### src/inc/dpsa_pkg.sv
// Constants, states and carrier structs of the semaphore host-port controller
package dpsa_pkg;

  // ----------------------------------------------------------------
  // Pin widths and flag space
  // ----------------------------------------------------------------
  localparam int unsigned DATA_W    = 8;
  localparam int unsigned IDX_W     = 3;
  localparam logic [2:0]  IDX_FIRST = 3'h0;
  localparam logic [2:0]  IDX_LAST  = 3'h7;
  localparam logic [2:0]  IDX_STEP  = 3'h1;
  localparam int unsigned REQ_BIT   = 0;
  localparam logic        FLAG_TAKE = 1'b0;
  localparam logic        FLAG_FREE = 1'b1;

  // ----------------------------------------------------------------
  // Timing
  // ----------------------------------------------------------------
  localparam int unsigned CLK_PERIOD_NS = 100;
  localparam int unsigned ACCESS_NS     = 200;
  localparam int unsigned GAP_NS        = 100;
  localparam int unsigned CNT_W         = 4;
  localparam logic [3:0]  ACCESS_CYC    =
    4'((ACCESS_NS + CLK_PERIOD_NS - 1) / CLK_PERIOD_NS);
  localparam logic [3:0]  GAP_CYC       =
    4'((GAP_NS + CLK_PERIOD_NS - 1) / CLK_PERIOD_NS);
  localparam logic [3:0]  CNT_ONE       = 4'h1;
  localparam logic [3:0]  CNT_ZERO      = 4'h0;

  // ----------------------------------------------------------------
  // Commands, states and phases
  // ----------------------------------------------------------------
  typedef enum logic [1:0] {
    OP_INIT    = 2'h0,
    OP_ACQUIRE = 2'h1,
    OP_RELEASE = 2'h2,
    OP_NONE    = 2'h3
  } dpsa_op_t;

  typedef enum logic [1:0] {
    ST_IDLE,
    ST_WRITE,
    ST_READ,
    ST_GAP
  } dpsa_state_t;

  typedef enum logic [1:0] {
    PH_REQUEST,
    PH_CHECK,
    PH_WITHDRAW,
    PH_FREE
  } dpsa_phase_t;

  // ----------------------------------------------------------------
  // Carrier structs
  // ----------------------------------------------------------------
  typedef struct packed {
    logic              valid;
    dpsa_op_t          op;
    logic [IDX_W-1:0]  index;
  } dpsa_cmd_t;

  typedef struct packed {
    logic              done;
    logic              granted;
    logic [IDX_W-1:0]  index;
  } dpsa_rsp_t;

  typedef struct packed {
    logic              flag_space_select_n;
    logic              write_n;
    logic              read_en_n;
    logic [IDX_W-1:0]  flag_index;
    logic [DATA_W-1:0] data_out;
    logic              data_oe;
  } dpsa_pins_t;

  localparam dpsa_pins_t PINS_IDLE = '{
    flag_space_select_n: 1'b1,
    write_n:             1'b1,
    read_en_n:           1'b1,
    flag_index:          3'h0,
    data_out:            8'hff,
    data_oe:             1'b0
  };

  typedef struct packed {
    dpsa_state_t       state;
    dpsa_phase_t       phase;
    dpsa_op_t          op;
    logic [CNT_W-1:0]  cnt;
    logic [IDX_W-1:0]  idx;
    logic              wbit;
    logic              seen;
    logic              ready;
    dpsa_rsp_t         rsp;
    dpsa_pins_t        pins;
  } dpsa_regs_t;

endpackage : dpsa_pkg

### src/dpsa_host.sv
// Host-port controller that drives one side of the dual-port semaphore flags
// ----------------------------------------------------------------
// How it works
// - Startup writes one into all eight flags
// - Acquire writes zero, then reads it back
// - Release writes one to the owned flag
// - Failed request is withdrawn by writing one
// ----------------------------------------------------------------
`timescale 1ns/100ps

module dpsa_host (
  input  wire logic                         ref_clk,
  input  wire logic                         sys_rst,
  input  wire dpsa_pkg::dpsa_cmd_t          cmd,
  output logic                              cmd_ready,
  output dpsa_pkg::dpsa_rsp_t               rsp,
  output logic                              flag_space_select_n,
  output logic                              write_n,
  output logic                              read_en_n,
  output logic [dpsa_pkg::IDX_W-1:0]        flag_index,
  output logic [dpsa_pkg::DATA_W-1:0]       data_out,
  output logic                              data_oe,
  input  wire logic [dpsa_pkg::DATA_W-1:0]  data_in
);

  // ----------------------------------------------------------------
  // Bus cycle helpers
  // ----------------------------------------------------------------
  function automatic dpsa_pkg::dpsa_pins_t write_pins(
    input logic [dpsa_pkg::IDX_W-1:0] idx,
    input logic                       bit_val
  );
    dpsa_pkg::dpsa_pins_t p;
    p                     = dpsa_pkg::PINS_IDLE;
    p.flag_space_select_n = 1'b0;
    p.write_n             = 1'b0;
    p.flag_index          = idx;
    p.data_out            = {dpsa_pkg::DATA_W{bit_val}};
    p.data_oe             = 1'b1;
    return p;
  endfunction : write_pins

  function automatic dpsa_pkg::dpsa_pins_t read_pins(
    input logic [dpsa_pkg::IDX_W-1:0] idx
  );
    dpsa_pkg::dpsa_pins_t p;
    p                     = dpsa_pkg::PINS_IDLE;
    p.flag_space_select_n = 1'b0;
    p.read_en_n           = 1'b0;
    p.flag_index          = idx;
    return p;
  endfunction : read_pins

  // ----------------------------------------------------------------
  // State
  // ----------------------------------------------------------------
  dpsa_pkg::dpsa_regs_t s_r;
  dpsa_pkg::dpsa_regs_t s_nxt;

  always_comb
  begin
    s_nxt          = s_r;
    s_nxt.rsp.done = 1'b0;
    unique case (s_r.state)
      dpsa_pkg::ST_IDLE:
      begin
        if (s_r.ready && cmd.valid && cmd.op != dpsa_pkg::OP_NONE)
        begin
          s_nxt.ready = 1'b0;
          s_nxt.op    = cmd.op;
          s_nxt.state = dpsa_pkg::ST_WRITE;
          s_nxt.cnt   = dpsa_pkg::ACCESS_CYC;
          if (cmd.op == dpsa_pkg::OP_INIT)
          begin
            // Flags power up unknown; free every one from this side
            s_nxt.idx   = dpsa_pkg::IDX_FIRST;
            s_nxt.wbit  = dpsa_pkg::FLAG_FREE;
            s_nxt.phase = dpsa_pkg::PH_FREE;
          end
          else if (cmd.op == dpsa_pkg::OP_ACQUIRE)
          begin
            s_nxt.idx   = cmd.index;
            s_nxt.wbit  = dpsa_pkg::FLAG_TAKE;
            s_nxt.phase = dpsa_pkg::PH_REQUEST;
          end
          else
          begin
            s_nxt.idx   = cmd.index;
            s_nxt.wbit  = dpsa_pkg::FLAG_FREE;
            s_nxt.phase = dpsa_pkg::PH_FREE;
          end
          s_nxt.pins = write_pins(s_nxt.idx, s_nxt.wbit);
        end
      end
      dpsa_pkg::ST_WRITE:
      begin
        if (s_r.cnt == dpsa_pkg::CNT_ONE)
        begin
          s_nxt.pins  = dpsa_pkg::PINS_IDLE;
          s_nxt.state = dpsa_pkg::ST_GAP;
          s_nxt.cnt   = dpsa_pkg::GAP_CYC;
        end
        else
        begin
          s_nxt.cnt = s_r.cnt - dpsa_pkg::CNT_ONE;
        end
      end
      dpsa_pkg::ST_READ:
      begin
        if (s_r.cnt == dpsa_pkg::CNT_ONE)
        begin
          // Owner sees zero, loser sees one
          s_nxt.seen  = data_in[dpsa_pkg::REQ_BIT];
          // Drop select so the device latch refreshes next time
          s_nxt.pins  = dpsa_pkg::PINS_IDLE;
          s_nxt.state = dpsa_pkg::ST_GAP;
          s_nxt.cnt   = dpsa_pkg::GAP_CYC;
        end
        else
        begin
          s_nxt.cnt = s_r.cnt - dpsa_pkg::CNT_ONE;
        end
      end
      dpsa_pkg::ST_GAP:
      begin
        if (s_r.cnt > dpsa_pkg::CNT_ONE)
        begin
          s_nxt.cnt = s_r.cnt - dpsa_pkg::CNT_ONE;
        end
        else
        begin
          s_nxt.state = dpsa_pkg::ST_IDLE;
          s_nxt.cnt   = dpsa_pkg::CNT_ZERO;
          unique case (s_r.phase)
            dpsa_pkg::PH_REQUEST:
            begin
              // Read back only after the request write
              s_nxt.phase = dpsa_pkg::PH_CHECK;
              s_nxt.state = dpsa_pkg::ST_READ;
              s_nxt.cnt   = dpsa_pkg::ACCESS_CYC;
              s_nxt.pins  = read_pins(s_r.idx);
            end
            dpsa_pkg::PH_CHECK:
            begin
              if (s_r.seen == dpsa_pkg::FLAG_TAKE)
              begin
                s_nxt.rsp = '{done: 1'b1, granted: 1'b1, index: s_r.idx};
                s_nxt.ready = 1'b1;
              end
              else
              begin
                // A left-over request would hand us the flag unasked
                s_nxt.phase = dpsa_pkg::PH_WITHDRAW;
                s_nxt.wbit  = dpsa_pkg::FLAG_FREE;
                s_nxt.state = dpsa_pkg::ST_WRITE;
                s_nxt.cnt   = dpsa_pkg::ACCESS_CYC;
                s_nxt.pins  = write_pins(s_r.idx, dpsa_pkg::FLAG_FREE);
              end
            end
            dpsa_pkg::PH_WITHDRAW:
            begin
              s_nxt.rsp   = '{done: 1'b1, granted: 1'b0, index: s_r.idx};
              s_nxt.ready = 1'b1;
            end
            dpsa_pkg::PH_FREE:
            begin
              if (s_r.op == dpsa_pkg::OP_INIT && s_r.idx != dpsa_pkg::IDX_LAST)
              begin
                s_nxt.idx   = s_r.idx + dpsa_pkg::IDX_STEP;
                s_nxt.state = dpsa_pkg::ST_WRITE;
                s_nxt.cnt   = dpsa_pkg::ACCESS_CYC;
                s_nxt.pins  = write_pins(s_nxt.idx, dpsa_pkg::FLAG_FREE);
              end
              else
              begin
                s_nxt.rsp   = '{done: 1'b1, granted: 1'b0, index: s_r.idx};
                s_nxt.ready = 1'b1;
              end
            end
          endcase
        end
      end
    endcase
  end

  always_ff @(posedge ref_clk)
  begin
    if (sys_rst)
    begin
      s_r.state <= dpsa_pkg::ST_IDLE;
      s_r.phase <= dpsa_pkg::PH_FREE;
      s_r.op    <= dpsa_pkg::OP_NONE;
      s_r.cnt   <= dpsa_pkg::CNT_ZERO;
      s_r.idx   <= dpsa_pkg::IDX_FIRST;
      s_r.wbit  <= dpsa_pkg::FLAG_FREE;
      s_r.seen  <= dpsa_pkg::FLAG_FREE;
      s_r.ready <= 1'b1;
      s_r.rsp   <= '0;
      s_r.pins  <= dpsa_pkg::PINS_IDLE;
    end
    else
    begin
      s_r <= s_nxt;
    end
  end

  // ----------------------------------------------------------------
  // Outputs
  // ----------------------------------------------------------------
  assign cmd_ready           = s_r.ready;
  assign rsp                 = s_r.rsp;
  assign flag_space_select_n = s_r.pins.flag_space_select_n;
  assign write_n             = s_r.pins.write_n;
  assign read_en_n           = s_r.pins.read_en_n;
  assign flag_index          = s_r.pins.flag_index;
  assign data_out            = s_r.pins.data_out;
  assign data_oe             = s_r.pins.data_oe;

endmodule : dpsa_host

### config.mk
export PLATFORM = sky130hd
export DESIGN_NAME = dpsa_host
export DESIGN_NICKNAME = d
export VERILOG_FILES = /design/src/inc/dpsa_pkg.sv /design/src/dpsa_host.sv
export SDC_FILE = /design/constraint.sdc
export NUM_CORES = 1
export LEC_CHECK = 0
export BUFFER_PORTS_ARGS = -buffer_cell sky130_fd_sc_hd__clkbuf_2
export CORE_MARGIN = 5
export CORE_UTILIZATION = 59
export DETAILED_ROUTE_END_ITERATION = 16
export PLACE_DENSITY = 0.83
export SYNTH_ARGS = -nofsm -noshare
export SYNTH_HDL_FRONTEND = slang
export SYNTH_SLANG_ARGS = --single-unit
### constraint.sdc
create_clock -name ref_clk -period 6.6 [get_ports ref_clk]
set_clock_uncertainty 0.15 [all_clocks]
set_input_delay 1.32 -clock ref_clk [delete_from_list [all_inputs] [get_ports ref_clk]]
set_output_delay 1.32 -clock ref_clk [all_outputs]
set_load 0.01 [all_outputs]
==> flow_metrics.env <==
export IMPL_grt_pass1_wl_um=6580
export IMPL_period_share_pct=41.8
export IMPL_yosysSeqAreaShare_pct=30.6
export IMPL_final_cell_mix="clkbuf_2, dfxtp_1, nor2_1"
export IMPL_synth_top_flop_cell="dfxtp_1"
export IMPL_async_flop_share_pct=0
export IMPL_final_setup_tns_ps=0
export IMPL_antenna_found_initial=0
export IMPL_die_w_um=65.7
export IMPL_largest_reg_flops=14
export IMPL_clkTransAtPathRegs_ps=150
export IMPL_min_period_ps=2760
export IMPL_synth_nets=250
export IMPL_synth_edff_count=0
export IMPL_pwr_share_clk_pct=23.6
export IMPL_internal_power_uw=311
export IMPL_port_buffers=29
export IMPL_die_area_um2=4320
export IMPL_gp_congestion=0.857
export IMPL_maxCapViolCount=0
export IMPL_grt_usage_pct=18.9
export IMPL_drtAntennaViolNets=0
export IMPL_die_height_um=65.7
export IMPL_cts_root_buf="clkbuf_4"
export IMPL_vdd_drop_max_uv=131
export IMPL_routed_wl_um=3800
export IMPL_crit_fanout=13
export IMPL_setup_violations=0
export IMPL_hold_viol_final=0
export IMPL_nFillCells=290
export IMPL_drcViolationCount=0
export IMPL_avgSynthCellArea_um2=8.26
export IMPL_fmax_mhz=363
export IMPL_power_density_nw_per_um2=249
export IMPL_cp_arrival_ps=2810
export IMPL_critPathLaunchType="input pin"
export IMPL_seq_power_share_pct=42.6
export IMPL_ctsResizeCount=0
export IMPL_syn_inst=222
export IMPL_clk_latency_ps=330
export IMPL_drv_slew=0
export IMPL_instances_no_fill=271
export IMPL_grt_pass1_vias=1464
export IMPL_grt_max_degree=35
export IMPL_switchingPower_uw=165
export IMPL_post_drt_wl_per_cell_um=14.0
export IMPL_p_sw_share_pct=34.6
export IMPL_placedCellCount=267
export IMPL_hold_path_class="reg -> reg"
export IMPL_worstSetupPathType="in -> reg"
export IMPL_worst_pin_slew_ps=1020
export IMPL_cts_tree="done"
export IMPL_num_rows=20
export IMPL_overflow=0
export IMPL_synth_warnings=0
export IMPL_cts_num_sinks=28
export IMPL_fin_nets=256
export IMPL_drive_gt1_share_pct=18.5
export IMPL_required_ps=6660
export IMPL_end_kind="flop"
export IMPL_h_tree_depth=1
export IMPL_area_growth_pct=4.23
export IMPL_rsz0062_at_grt="no"
export IMPL_initial_core_util_pct=60.5
export IMPL_mostFrequentLayoutCell="clkbuf_2"
export IMPL_dp_hpwl_um=2850
export IMPL_setup_ws_ps=3840
export IMPL_core_area_um2=3030
export IMPL_cts_inserted_buffers=3
export IMPL_combPwrFrac_pct=33.8
export IMPL_ys_seq_elements=28
export IMPL_antenna_cells=0
export IMPL_total_power_uw=476
export IMPL_ioPinCount=37
export IMPL_top_register="s_r"
export IMPL_relSlewSlack_pct=32.0
export IMPL_whs_ps=316
export IMPL_drt_pass1_iterations=4
export IMPL_vias_per_cell=5.68
export IMPL_yosys_cell_types_count=52
export IMPL_cts_hold_buffers=0
export IMPL_dp_slack_ps=3480
export IMPL_drtIter0Drc=74
export IMPL_post_cts_setup_buffer_count=0
export IMPL_routed_via_count=1539
export IMPL_cts_path_max_buffers=2
export IMPL_power_leakage_nw=0.785
export IMPL_status="finished, final reports clean"
export IMPL_syn_area_um2=1830
[Yosys cell counts, drive strengths merged (5+ instances only)]
| cell type | count | area share, % |
|---|---|---|
| nor3 | 7 | 2.5 |
| nor2 | 21 | 4.4 |
| a21oi | 16 | 4.4 |
| nand2 | 18 | 3.7 |
| ha | 12 | 8.2 |
| mux2i | 10 | 5.5 |
| inv | 9 | 1.8 |
| dfxtp | 28 | 31 |
| o21ai | 5 | 2.0 |
| nand3 | 11 | 3.0 |
| clkbuf | 9 | 1.8 |
| buf | 19 | 7.7 |
| nor2b | 5 | 1.7 |
[power by group through the flow]
stage	clock network [mW]	logic [mW]	registers, mW
global route	0.121	0.179	0.206
floorplan	0	0.133	0.206
finish	0.112	0.161	0.203
CTS	0.118	0.160	0.203
detailed placement	0	0.160	0.207
global placement	0	0.156	0.206
[layout make-up]
| class | instances | area, um^2 | share of cell area (%) |
|---|---|---|---|
| clock buffer | 3 | 22.5 | 1.18 |
| clock inverter | 1 | 30.0 | 1.57 |
| multi-input combinational | 157 | 1060 | 55.7 |
| timing repair buffer | 29 | 145 | 7.60 |
| inverter | 9 | 33.8 | 1.77 |
| sequential | 28 | 561 | 29.3 |
| tap | 44 | 55.1 | 2.88 |
[path summary, 6_finish.rpt]
path,from,to,depth (start not counted),slack [ps]
worst max-delay path,cmd[3],write_n,6,3840
worst min-delay path,rsp[0],rsp[0],2,320
worst max register to register,s_r[23],write_n,7,4060
worst min register to register,rsp[0],rsp[0],2,320
[critical path, stage by stage]
cell and delay [ps]:
clkbuf_2 140, and2_1 210, o21ai_4 270, o211ai_2 330
a2111oi_0 470, a21oi_1 70
[metrics by stage]
step | utilization, % | area (um^2)
finish | 63.1 | 1910
detailed placement | 61.4 | 1860
CTS | 63.1 | 1910
global placement | 61.4 | 1860
floorplan | - | 1830
global route | 63.1 | 1910
[cells by family (layout without fill, tap and decap cells)]
logic type | count (synthesis) | after routing | synth area share, %
buffers and inverters | 37 | 42 | 11.4
and+or+nand+nor | 80 | 80 | 22.1
muxes | 10 | 10 | 5.46
DFF | 28 | 28 | 30.6
xor gates and xnor gates | 1 | 1 | 0.478
AOI/OAI and AO/OA | 54 | 54 | 21.8
adders and majority gates | 12 | 12 | 8.19
[layer usage]
| layer | GRT usage [%] | vias to the layer above | routed length [um] |
|---|---|---|---|
| met5 | 0 | - | 0 |
| met4 | 4.92 | 0 | 46 |
| met3 | 2.91 | 7 | 220 |
| met2 | 31.0 | 43 | 1730 |
| met1 | 25.7 | 692 | 1800 |
| li1 | - | 797 | - |
No activity file was read; power rests on OpenSTA's default activity.
